File: src/rtl/rx_align_pkg.sv
// Constants and carrier types for the receive alignment path
package rx_align_pkg;

    localparam int          CODE_W      = 10;
    localparam int          FIFO_DEPTH  = 32;
    // Comma patterns, first received symbol in bit 0
    localparam logic [6:0]  COMMA_POS   = 7'h7c;
    localparam logic [6:0]  COMMA_NEG   = 7'h03;
    // Decoded control bytes allowed in byte 0
    localparam logic [7:0]  K28_5       = 8'hbc;
    localparam logic [7:0]  K28_3       = 8'h7c;
    // Six-bit forms of K28, written abcdei
    localparam logic [5:0]  SIX_K28_NEG = 6'h0f;
    localparam logic [5:0]  SIX_K28_POS = 6'h30;
    // Balanced sub-blocks that demand a given running disparity
    localparam logic [5:0]  SIX_BAL_NEG = 6'h38;
    localparam logic [5:0]  SIX_BAL_POS = 6'h07;
    localparam logic [3:0]  FOUR_BAL_NEG = 4'hc;
    localparam logic [3:0]  FOUR_BAL_POS = 4'h3;
    // Consecutive bad characters that drop synchronization
    localparam logic [2:0]  LOSS_LIMIT  = 3'h4;
    localparam logic [1:0]  LAST_BYTE   = 2'h3;

    typedef struct packed {
        logic [7:0] b;
        logic       k;
        logic       cv;
    } char_t;

    typedef struct packed {
        logic [31:0] data;
        logic [3:0]  k;
        logic        cv;
    } dword_t;

    typedef enum logic [1:0] {
        HUNT = 2'b01,
        SYNC = 2'b10
    } sync_t;

endpackage

File: src/rtl/dword_fifo.sv
// Synchronous FIFO with registered output stage
`timescale 1ns/1ps
`default_nettype none
module dword_fifo #(
    parameter int WIDTH = 37,
    parameter int DEPTH = 32
) (
    input  wire logic             clk,
    input  wire logic             resetn,
    input  wire logic [WIDTH-1:0] in_data,
    input  wire logic             in_valid,
    output logic                  in_ready,
    output logic      [WIDTH-1:0] out_data,
    output logic                  out_valid,
    input  wire logic             out_ready
);
    localparam int AW = $clog2(DEPTH);

    logic [WIDTH-1:0] mem [DEPTH];
    logic [AW-1:0]    wp_q, wp_d, rp_q, rp_d;
    logic [AW:0]      cnt_q, cnt_d;
    logic             ov_q, ov_d, rdy_q, rdy_d;
    logic [WIDTH-1:0] od_q, od_d;
    logic             push, pop;

    // Ready is advisory: the dword in flight still lands in the spare slot
    assign push      = in_valid && (cnt_q < (AW+1)'(DEPTH));
    assign pop       = (cnt_q != '0) && (!ov_q || out_ready);
    assign in_ready  = rdy_q;
    assign out_valid = ov_q;
    assign out_data  = od_q;

    always_comb begin
        wp_d  = push ? AW'(wp_q + 1'b1) : wp_q;
        rp_d  = pop ? AW'(rp_q + 1'b1) : rp_q;
        cnt_d = cnt_q;
        if (push && !pop) begin
            cnt_d = (AW+1)'(cnt_q + 1'b1);
        end else if (pop && !push) begin
            cnt_d = (AW+1)'(cnt_q - 1'b1);
        end
        ov_d  = pop ? 1'b1 : (out_ready ? 1'b0 : ov_q);
        od_d  = pop ? mem[rp_q] : od_q;
        // One slot of slack for the dword already in flight
        rdy_d = cnt_d < (AW+1)'(DEPTH - 1);
    end

    always_ff @(posedge clk) begin
        if (!resetn) begin
            wp_q  <= '0;
            rp_q  <= '0;
            cnt_q <= '0;
            ov_q  <= 1'b0;
            od_q  <= '0;
            rdy_q <= 1'b0;
        end else begin
            wp_q  <= wp_d;
            rp_q  <= rp_d;
            cnt_q <= cnt_d;
            ov_q  <= ov_d;
            od_q  <= od_d;
            rdy_q <= rdy_d;
        end
    end

    always_ff @(posedge clk) begin
        if (push) begin
            mem[wp_q] <= in_data;
        end
    end
endmodule // dword_fifo
`default_nettype wire

File: src/rtl/rx_dword_align.sv
// Comma alignment, 8b/10b decode and dword assembly of the receive path
`timescale 1ns/1ps
`default_nettype none
module rx_dword_align (
    input  wire logic                         clk,
    input  wire logic                         resetn,
    input  wire logic [rx_align_pkg::CODE_W-1:0] rx_code,
    input  wire logic                         rx_valid,
    output logic                              rx_ready,
    output rx_align_pkg::dword_t              dw_out,
    output logic                              dw_valid,
    input  wire logic                         dw_ready,
    output logic                              synced
);
    import rx_align_pkg::*;

    // Five-bit data value from abcdei, bit 5 ok
    function automatic logic [5:0] dec6(input logic [5:0] s);
        unique case (s)
            6'h27, 6'h18: dec6 = 6'h20;
            6'h1d, 6'h22: dec6 = 6'h21;
            6'h2d, 6'h12: dec6 = 6'h22;
            6'h31:        dec6 = 6'h23;
            6'h35, 6'h0a: dec6 = 6'h24;
            6'h29:        dec6 = 6'h25;
            6'h19:        dec6 = 6'h26;
            6'h38, 6'h07: dec6 = 6'h27;
            6'h39, 6'h06: dec6 = 6'h28;
            6'h25:        dec6 = 6'h29;
            6'h15:        dec6 = 6'h2a;
            6'h34:        dec6 = 6'h2b;
            6'h0d:        dec6 = 6'h2c;
            6'h2c:        dec6 = 6'h2d;
            6'h1c:        dec6 = 6'h2e;
            6'h17, 6'h28: dec6 = 6'h2f;
            6'h1b, 6'h24: dec6 = 6'h30;
            6'h23:        dec6 = 6'h31;
            6'h13:        dec6 = 6'h32;
            6'h32:        dec6 = 6'h33;
            6'h0b:        dec6 = 6'h34;
            6'h2a:        dec6 = 6'h35;
            6'h1a:        dec6 = 6'h36;
            6'h3a, 6'h05: dec6 = 6'h37;
            6'h33, 6'h0c: dec6 = 6'h38;
            6'h26:        dec6 = 6'h39;
            6'h16:        dec6 = 6'h3a;
            6'h36, 6'h09: dec6 = 6'h3b;
            6'h0e:        dec6 = 6'h3c;
            6'h2e, 6'h11: dec6 = 6'h3d;
            6'h1e, 6'h21: dec6 = 6'h3e;
            6'h2b, 6'h14: dec6 = 6'h3f;
            default:      dec6 = 6'h00;
        endcase
    endfunction

    // Three-bit value from fghj, bit 3 ok
    function automatic logic [3:0] dec4(input logic [3:0] s);
        unique case (s)
            4'hb, 4'h4:             dec4 = 4'h8;
            4'h9:                   dec4 = 4'h9;
            4'h5:                   dec4 = 4'ha;
            4'hc, 4'h3:             dec4 = 4'hb;
            4'hd, 4'h2:             dec4 = 4'hc;
            4'ha:                   dec4 = 4'hd;
            4'h6:                   dec4 = 4'he;
            4'he, 4'h1, 4'h7, 4'h8: dec4 = 4'hf;
            default:                dec4 = 4'h0;
        endcase
    endfunction

    sync_t       state_q, state_d;
    logic [9:0]  prev_q, prev_d, cur_q, cur_d;
    logic        v1_q, v1_d;
    logic [3:0]  off_q, off_d;
    logic        rd_q, rd_d;
    char_t       ch_q, ch_d;
    logic        chv_q, chv_d, comma_q, comma_d;
    logic [1:0]  idx_q, idx_d;
    logic [2:0]  bad_q, bad_d;
    dword_t      acc_q, acc_d;
    logic        push_q, push_d;
    logic        take;

    logic [19:0] win;
    logic        hit;
    logic [3:0]  hit_off, use_off;
    logic [9:0]  code;
    logic [5:0]  six, d6;
    logic [3:0]  four, d4;
    logic        is_k28, ok, rd_mid, disp_ok;
    logic [2:0]  ones6;
    logic [2:0]  ones4;
    logic [1:0]  pos;
    logic        pos_cv;

    assign take = rx_valid && rx_ready;

    // Capture stage: keep the last two ten-bit words
    always_comb begin
        prev_d = prev_q;
        cur_d  = cur_q;
        v1_d   = take;
        if (take) begin
            prev_d = cur_q;
            cur_d  = rx_code;
        end
    end

    // Comma search over every start position in the older word
    always_comb begin
        win     = {cur_q, prev_q};
        hit     = 1'b0;
        hit_off = '0;
        for (int i = 0; i < CODE_W; i++) begin
            if (!hit && (win[i +: 7] == COMMA_POS ||
                         win[i +: 7] == COMMA_NEG)) begin
                hit     = 1'b1;
                hit_off = 4'(i);
            end
        end
        // Boundary changes only when a comma is seen
        use_off = hit ? hit_off : off_q;
        code    = win[use_off +: 10];
    end

    // Character decode with disparity check
    always_comb begin
        six    = {code[0], code[1], code[2], code[3], code[4], code[5]};
        four   = {code[6], code[7], code[8], code[9]};
        is_k28 = (six == SIX_K28_NEG) || (six == SIX_K28_POS);
        d6     = dec6(six);
        // Rd-plus K28 uses the inverted balanced fghj forms
        d4     = dec4((six == SIX_K28_POS) ? ~four : four);
        ones6  = 3'($countones(six));
        ones4  = 3'($countones(four));
        disp_ok = 1'b1;
        if ((ones6 > 3'd3 && rd_q) || (ones6 < 3'd3 && !rd_q) ||
            (six == SIX_BAL_NEG && rd_q) || (six == SIX_BAL_POS && !rd_q)) begin
            disp_ok = 1'b0;
        end
        rd_mid = (ones6 == 3'd3) ? rd_q : (ones6 > 3'd3);
        if ((ones4 > 3'd2 && rd_mid) || (ones4 < 3'd2 && !rd_mid) ||
            (four == FOUR_BAL_NEG && rd_mid) ||
            (four == FOUR_BAL_POS && !rd_mid)) begin
            disp_ok = 1'b0;
        end
        rd_d = rd_q;
        if (v1_q) begin
            rd_d = (ones4 == 3'd2) ? rd_mid : (ones4 > 3'd2);
        end
        ok       = (is_k28 || d6[5]) && d4[3];
        chv_d    = v1_q;
        comma_d  = v1_q && hit;
        ch_d.b   = {d4[2:0], is_k28 ? 5'h1c : d6[4:0]};
        ch_d.k   = is_k28;
        ch_d.cv  = !ok || !disp_ok;
    end

    // Synchronization state and boundary offset
    always_comb begin
        state_d = state_q;
        off_d   = off_q;
        bad_d   = bad_q;
        if (chv_q && state_q == SYNC) begin
            bad_d = pos_cv ? 3'(bad_q + 1'b1) : '0;
            if (pos_cv && bad_d == LOSS_LIMIT) begin
                state_d = HUNT;
                bad_d   = '0;
            end
        end
        // A fresh comma outranks a loss of sync in the same cycle
        if (v1_q && hit) begin
            state_d = SYNC;
            off_d   = hit_off;
        end
    end

    // Byte position and position-dependent violations
    always_comb begin
        pos    = comma_q ? 2'h0 : idx_q;
        pos_cv = ch_q.cv;
        if (pos == 2'h0) begin
            if (ch_q.k && ch_q.b != K28_5 && ch_q.b != K28_3) begin
                pos_cv = 1'b1;
            end
        end else if (ch_q.k) begin
            pos_cv = 1'b1;
        end
    end

    // Dword assembly, byte 0 in the low lane
    always_comb begin
        idx_d  = idx_q;
        acc_d  = acc_q;
        push_d = 1'b0;
        if (chv_q && state_q == SYNC) begin
            if (pos == 2'h0) begin
                acc_d.cv = 1'b0;
            end
            acc_d.data[pos*8 +: 8] = ch_q.b;
            acc_d.k[pos]           = ch_q.k;
            acc_d.cv               = acc_d.cv | pos_cv;
            idx_d  = 2'(pos + 1'b1);
            push_d = (pos == LAST_BYTE);
        end else if (state_q == HUNT) begin
            idx_d = '0;
        end
    end

    always_ff @(posedge clk) begin
        if (!resetn) begin
            state_q <= HUNT;
            prev_q  <= '0;
            cur_q   <= '0;
            v1_q    <= 1'b0;
            off_q   <= '0;
            rd_q    <= 1'b0;
            ch_q    <= '0;
            chv_q   <= 1'b0;
            comma_q <= 1'b0;
            idx_q   <= '0;
            bad_q   <= '0;
            acc_q   <= '0;
            push_q  <= 1'b0;
            synced  <= 1'b0;
        end else begin
            state_q <= state_d;
            prev_q  <= prev_d;
            cur_q   <= cur_d;
            v1_q    <= v1_d;
            off_q   <= off_d;
            rd_q    <= rd_d;
            ch_q    <= ch_d;
            chv_q   <= chv_d;
            comma_q <= comma_d;
            idx_q   <= idx_d;
            bad_q   <= bad_d;
            acc_q   <= acc_d;
            push_q  <= push_d;
            synced  <= (state_d == SYNC);
        end
    end

    dword_fifo #(
        .WIDTH ($bits(dword_t)),
        .DEPTH (FIFO_DEPTH)
    ) u_fifo (
        .clk       (clk),
        .resetn    (resetn),
        .in_data   (acc_q),
        .in_valid  (push_q),
        .in_ready  (rx_ready),
        .out_data  (dw_out),
        .out_valid (dw_valid),
        .out_ready (dw_ready)
    );
endmodule // rx_dword_align
`default_nettype wire

File: config.mk
export PLATFORM = sky130hd
export DESIGN_NAME = rx_dword_align
export DESIGN_NICKNAME = d
export VERILOG_FILES = /design/src/rtl/rx_align_pkg.sv /design/src/rtl/dword_fifo.sv /design/src/rtl/rx_dword_align.sv
export SDC_FILE = /design/constraint.sdc
export NUM_CORES = 1
export LEC_CHECK = 0
export ABC_AREA = 1
export BUFFER_PORTS_ARGS = -buffer_cell sky130_fd_sc_hd__buf_2
export CAP_MARGIN = 0
export CORE_ASPECT_RATIO = 1.25
export CORE_MARGIN = 5
export CORE_UTILIZATION = 50
export DETAILED_ROUTE_END_ITERATION = 7
export GPL_TIMING_DRIVEN = 0
export HOLD_SLACK_MARGIN = 0.03
export PLACE_DENSITY_LB_ADDON = 0.2
export REMOVE_ABC_BUFFERS = 1
export SLEW_MARGIN = 20
export SYNTH_ARGS = -nofsm -noshare
export SYNTH_HDL_FRONTEND = slang
export SYNTH_SLANG_ARGS = --single-unit
export TNS_END_PERCENT = 20
File: constraint.sdc
create_clock -name clk -period 11.6 [get_ports clk]
set_clock_uncertainty 0.15 [all_clocks]
set_input_delay 2.9 -clock clk [delete_from_list [all_inputs] [get_ports clk]]
set_output_delay 2.9 -clock clk [all_outputs]
set_load 0.02 [all_outputs]
==> flow_summary.ini, run 1 <==
[status]
run_status = completed

[yosys]
synth_cells = 4476
ys_async_sr_fraction_pct = 0
synth_top_family_by_area = simple AND/OR/NAND/NOR gates
synth_compound_area_share_pct = 12.12
synth_fa_ha_area_share_pct = 1.036
synthMuxAreaShare_pct = 0.02099
post_synth_xor_area_fraction_pct = 0.08164
synth_area_sq_mm = 0.05364
synth_simple_gate_area_share_pct = 12.15
synthDominantCellAreaShare_pct = 66.28
synth_seq_area_share_pct = 71.47
post_synth_num_cell_types = 50
synth_largest_area_cell = sky130_fd_sc_hd__edfxtp_1
synth.avg_cell_area_sq_um = 11.98
synth.yosys.warnings = 0
synth_enable_flop_cells = 1184
dominantRegCellSynth = sky130_fd_sc_hd__edfxtp_1
synthTopCellsByArea = sky130_fd_sc_hd__edfxtp_1 66%, sky130_fd_sc_hd__o21ai_0 6.1%, sky130_fd_sc_hd__dfxtp_1 5.2%
ys_seq_elements = 1323

[global_routing]
grt_antenna_before_repair = 0
first_global_vias = 34170
gr-usage-all-layers_pct = 25.19
grt.overflow.total = 0
grt_first_pass_wirelength_um = 215700
grt_start_max_net_pins = 130

[power]
powerDensity_mw_per_mm2 = 206.7
switching_share_pct = 33.12
share_of_power_burned_in_registers_pct = 41.7
comb_power_share_pct = 27.5
finalPower_uw = 12720
power.static_leakage_uw = 0.02094
p_int_uw = 8505
ir_drop_worst_case_vdd_uv = 307.2
switching_power_uw = 4212
clockPowerShare_pct = 30.8

[floorplanning]
core_region_area_sq_mm = 0.1066
ports_placed_on_the_boundary = 54
start_util_pct = 50.31
dieWidth_um = 303.0
rows = 134
fp.dieH_um = 376.2
design.die.area_sq_mm = 0.1140

[cts]
ctsRootBufferMaster = sky130_fd_sc_hd__clkbuf_16
tritoncts_num_sinks = 1323
clk_pin_slew_ns = 0.06
cts_resized = 0
cts_hold_repair.buffers = 0
tritoncts = yes
post-cts-setup-buffers = 0
clk_latency_ns = 0.71
cts_max_path_buffers = 3
tritoncts.num_buffers = 120
htree_levels = 3

[routing]
routed_wirelength_um = 146400
vias_per_cell = 6.039
route.vias.total = 36310
dr.pass1.iters = 6
detail_route.wl_per_cell_um = 24.35
drt_iter0_markers = 3471
ant_nets = 0
route.detailed.drc = 0

[cells_and_area]
layout_area_overhead_pct = 14.69
layout_common_cells = 1,184 x sky130_fd_sc_hd__edfxtp_1, 700 x sky130_fd_sc_hd__nor2_1, 659 x sky130_fd_sc_hd__o21ai_0, 448 x sky130_fd_sc_hd__nand2_1, 217 x sky130_fd_sc_hd__nand3_1
number_of_nets_in_the_layout = 4536
final_layout_size_suffix_gt1_share_pct = 9.860
finish.utilization_pct = 57.69
final_cell_area_sq_mm = 0.06152
layout.cells.most_common = sky130_fd_sc_hd__edfxtp_1
insertedDiodeCount = 0

[job]
max_cap_viol_count = 0

[place]
dpl-instance-area_sq_mm = 0.05763
gp_routability_congestion = 0.8623
io_buffers = 53
dp_hpwl_um = 87980

[setup_path]
end_kind = register
critical-path-top-cell-by-count = sky130_fd_sc_hd__nand2_1
cp_max_fo = 23
worst-path-buf-inv = 6
cp.required_ns = 12.10
worst_path_slowest_cell = sky130_fd_sc_hd__dfxtp_1
cp_slowest_stage_delay_ns = 0.65
timing_worst_setup_path_type = reg -> reg
critical_path.startpoint_type = register
critical-path-top-delay-family = simple AND/OR/NAND/NOR gates
crit_arrival_ns = 7.43

[sta]
slew-limit-headroom_pct = 26.84
worst-slew-pin-transition_ns = 1.096
achievable-frequency_mhz = 144.3
rsz0062_at_grt = false
setup_tns_final_ns = 0
final_max_slew_viol_count = 0
final-setup-viol-count = 0
period_share_pct = 59.74
hold_violations = 0
post-route-min-period_ns = 6.930

[min_path]
hp-class = reg -> reg
==> metrics by stage <==
stage	setup WS, ns	std cells	hold slack [ns]
after detailed placement	4.861	5786	0.3023
after floorplan	-11.32	4179	0.2885
after global placement	-41.13	5660	0.2963
after CTS	4.815	6012	0.3119
final	4.670	6012	0.3102
after global routing	4.222	6012	0.3219
==> sequential cells by signal (all words and copies together), names as in the netlist, 3 cells and up <==
name / count
u_fifo.mem: 1184
ch_q: 10
u_fifo.cnt_q: 6
u_fifo.wp_q: 5
u_fifo.out_data: 37
prev_q: 10
u_fifo.rp_q: 5
acc_q: 37
cur_q: 10
off_q: 4
bad_q: 3
==> cell families after synthesis <==
logic type / count (synthesis)
and+or+nand+nor: 1543
DFF: 1323
AOI/OAI and AO/OA: 1130
buffers and inverters: 432
adders and majority gates: 42
xor gates and xnor gates: 5
muxes: 1
==> tightest hold or removal path, delay by kind of cell, from the launching register on <==
| kind | cells | cell delay [ns] |
|---|---|---|
| flops | 1 | 0.31 |
| compound gates | 1 | 0.05 |
| simple gates | 1 | 0.06 |
==> routing by layer <==
metal	vias up	GRT usage, %	wire length (um)
met5	-	0	0
met2	1591	41.17	70120
met3	335	2.990	10430
met4	0	11.13	6650
li1	16460	-	-
met1	17920	34.30	59190
==> final cells by class <==
cell class	count	area (sq um)
flip-flops and latches	1323	38370
well taps	1428	1787
fillers	8565	45110
inverters	135	541.8
repair buffers	179	3065
multi-input cells	2721	13880
clock inverters	67	543.0
clock buffers	159	3337
==> power groups by stage <==
stage | sequential (uW) | combinational, uW | clock (uW)
2_1_floorplan | 5620 | 2210 | 0
3_3_place_gp | 5790 | 3100 | 0
3_5_place_dp | 5410 | 3460 | 0
4_1_cts | 5310 | 3480 | 3960
5_1_grt | 5320 | 3860 | 4150
6_report | 5310 | 3490 | 3910
==> synthesized netlist by cell type, types with 5 or more instances <==
master and n:
sky130_fd_sc_hd__edfxtp_1 1184, sky130_fd_sc_hd__nor2_2 6, sky130_fd_sc_hd__o21ai_0 659, sky130_fd_sc_hd__buf_2 12
sky130_fd_sc_hd__ha_1 38, sky130_fd_sc_hd__nand4_1 85, sky130_fd_sc_hd__a31oi_1 6, sky130_fd_sc_hd__nor2_1 731
sky130_fd_sc_hd__clkbuf_1 257, sky130_fd_sc_hd__nor3_1 24, sky130_fd_sc_hd__o22ai_1 179, sky130_fd_sc_hd__buf_4 9
sky130_fd_sc_hd__inv_1 122, sky130_fd_sc_hd__o221ai_1 117, sky130_fd_sc_hd__o211ai_1 36, sky130_fd_sc_hd__nand3_1 217
sky130_fd_sc_hd__nand2_2 8, sky130_fd_sc_hd__dfxtp_1 139, sky130_fd_sc_hd__a21oi_1 113, sky130_fd_sc_hd__buf_1 18
sky130_fd_sc_hd__o21ai_1 5, sky130_fd_sc_hd__inv_2 11, sky130_fd_sc_hd__nand2_1 449
==> worst paths after layout <==
| check | slack (ns) | end | start | cells past startpoint |
|---|---|---|---|---|
| max | 4.67 | ch_q[0] | prev_q[6] | 34 |
| min | 0.31 | u_fifo.out_data[17] | u_fifo.out_data[17] | 2 |
| max reg2reg | 4.67 | ch_q[0] | prev_q[6] | 34 |
| min reg2reg | 0.31 | u_fifo.out_data[17] | u_fifo.out_data[17] | 2 |
(Power assumes the default switching activity.)
==> run 2, diff against run 1 <==
==> constraint.sdc (replaced) <==
create_clock -name clk -period 6.2 [get_ports clk]
set_clock_uncertainty 0.15 [all_clocks]
set_input_delay 1.55 -clock clk [delete_from_list [all_inputs] [get_ports clk]]
set_output_delay 1.55 -clock clk [all_outputs]
set_load 0.02 [all_outputs]
==> run 2 against run 1 <==
  * Routed wire length rose by 0.61%
  * Critical endpoint unchanged
  * Final cell count rose by 0.57%
  * Non-clock buffer count rose by 30
  * Highest routed layer unchanged
  * Largest cell class unchanged
  * Flip-flop and latch count did not move
==> flow_summary.ini, run 2 (synthesis results as in run 1) <==
[cts]
tritoncts = yes
clk_pin_slew_ns = 0.06
tritoncts.num_buffers = 120
ctsRootBufferMaster = sky130_fd_sc_hd__clkbuf_16
cts_max_path_buffers = 3
htree_levels = 3
tritoncts_num_sinks = 1323
clk_latency_ns = 0.71

[sta]
timing.hold.ws_ns = 0.3100
achievable-frequency_mhz = 166.3
post-route-min-period_ns = 6.012
final-setup-viol-count = 0
hold_violations = 0
slew-limit-headroom_pct = 27.67
period_share_pct = 96.97
final_max_slew_viol_count = 0
worst-slew-pin-transition_ns = 1.084

[cells_and_area]
finish.utilization_pct = 58.04
largest-register = u_fifo.mem
number_of_nets_in_the_layout = 4570
layout_area_overhead_pct = 15.37
layout.filler_cells = 8525
largest_register_ffs = 1184
insertedDiodeCount = 0
final_cell_area_sq_mm = 0.06189
layout_common_cells = 1,184 x sky130_fd_sc_hd__edfxtp_1, 698 x sky130_fd_sc_hd__nor2_1, 658 x sky130_fd_sc_hd__o21ai_0, 445 x sky130_fd_sc_hd__nand2_1, 216 x sky130_fd_sc_hd__nand3_1
final_layout_size_suffix_gt1_share_pct = 10.89
layout.cells.most_common = sky130_fd_sc_hd__edfxtp_1

[routing]
met2_length_um = 70420
vias_per_cell = 6.039
drt_iter0_markers = 3546
routed_wirelength_um = 147300
ant_nets = 0
route.detailed.drc = 0
route.vias.total = 36510
dr.pass1.iters = 6
top_signal_layer_used = met4
detailed_route_wirelength_on_metal3_um = 10580
detail_route.wl_per_cell_um = 24.36
met1_length_um = 59210

[min_path]
worst_hold_path.num_cells = 2
hold_start = u_fifo.out_data[17]
hp-class = reg -> reg
worst_hold_path.endpoint = u_fifo.out_data[17]

[place]
dp_hpwl_um = 87980
gp_routability_congestion = 0.8623
io_buffers = 53
dpl-instance-area_sq_mm = 0.05763

[power]
powerDensity_mw_per_mm2 = 386.8
finalPower_uw = 23940
power.static_leakage_uw = 0.02113
ir_drop_worst_case_vdd_uv = 572.6

[floorplanning]
fp.dieH_um = 376.2
start_util_pct = 50.31
rows = 134
ports_placed_on_the_boundary = 54
design.die.area_sq_mm = 0.1140
dieWidth_um = 303.0
core_region_area_sq_mm = 0.1066

[setup_path]
critical_path.startpoint_type = register
regToRegSetupSlack_ns = 0.19
cp_max_fo = 13
crit_arrival_ns = 6.51
timing_worst_setup_path_type = reg -> reg
reg2reg_depth = 30
critical-path-top-delay-family = adder cells
crit-reg2reg-launch = cur_q[3]
timing.rr.end = ch_q[0]
worst-path-buf-inv = 9
worst_path_slowest_cell = sky130_fd_sc_hd__fa_1
cp.required_ns = 6.70
end_kind = register
cp_slowest_stage_delay_ns = 0.52
critical-path-top-cell-by-count = sky130_fd_sc_hd__inv_1

[global_routing]
grt_first_pass_wirelength_um = 215900
gr-usage-all-layers_pct = 25.22
grt.overflow.total = 0
first_global_vias = 34210
grt_start_max_net_pins = 130
grt_antenna_before_repair = 0

[job]
max_cap_viol_count = 0

[status]
run_status = completed
==> run 2: how the worst max path moves through the flow <==
stage	startpoint	to	slack, ns	depth (start not counted)
floorplan	u_fifo.rp_q[0]	u_fifo.out_data[1]	-16.72	7
global placement	u_fifo.rp_q[0]	u_fifo.out_data[15]	-46.53	7
detailed placement	prev_q[6]	ch_q[0]	-0.54	34
CTS	prev_q[8]	ch_q[0]	0.07	34
global route	cur_q[3]	ch_q[0]	-0.05	31
finish	cur_q[3]	ch_q[0]	0.19	30
==> run 2: timing repair <==
item,CTS,global route
hold buffers,0,0
gates cloned,0,4
hold endpoints to repair,0,0
resized for setup,10,19
setup endpoints to repair,2,1
pin swaps,2,6
buffers inserted,8,22
==> run 2: area by class of cell <==
| type | count | area, sq um | share of cell area [%] |
|---|---|---|---|
| flip-flops and latches | 1323 | 38390 | 62.03 |
| multi-input cells | 2725 | 14000 | 22.62 |
| clock buffers | 159 | 3337 | 5.392 |
| repair buffers | 209 | 3291 | 5.317 |
| well taps | 1428 | 1787 | 2.887 |
| clock inverters | 67 | 543.0 | 0.8774 |
| inverters | 135 | 541.8 | 0.8754 |
==> run 2: where the power goes <==
part / total, uW / switching (uW) / internal (uW)
clock network: 7320 / 3220 / 4100
logic: 6680 / 4520 / 2160
registers: 9930 / 198 / 9740
total: 23900 / 7940 / 16000
==> run 2: routing by layer <==
| metal | vias to the layer above | track usage [%] |
|---|---|---|
| li1 | 16530 | - |
| met4 | 0 | 11.14 |
| met5 | - | 0 |
| met2 | 1614 | 41.22 |
| met1 | 17990 | 34.29 |
| met3 | 373 | 3.042 |
==> run 2: stage by stage <==
| stage | cells | setup slack (ns) | setup TNS [ns] |
|---|---|---|---|
| floorplan | 4179 | -16.72 | -662.78 |
| global placement | 5660 | -46.53 | -2134.44 |
| detailed placement | 5786 | -0.5388 | -0.6142 |
| CTS | 6020 | 0.06640 | 0 |
| global route | 6046 | -0.05131 | -0.05131 |
| finish | 6046 | 0.1880 | 0 |
==> run 2: worst min-delay path, cell delays in order, from the launching register on <==
cell	delay, ns
sky130_fd_sc_hd__dfxtp_1	0.31
sky130_fd_sc_hd__nand2_1	0.06
sky130_fd_sc_hd__a21oi_1	0.05
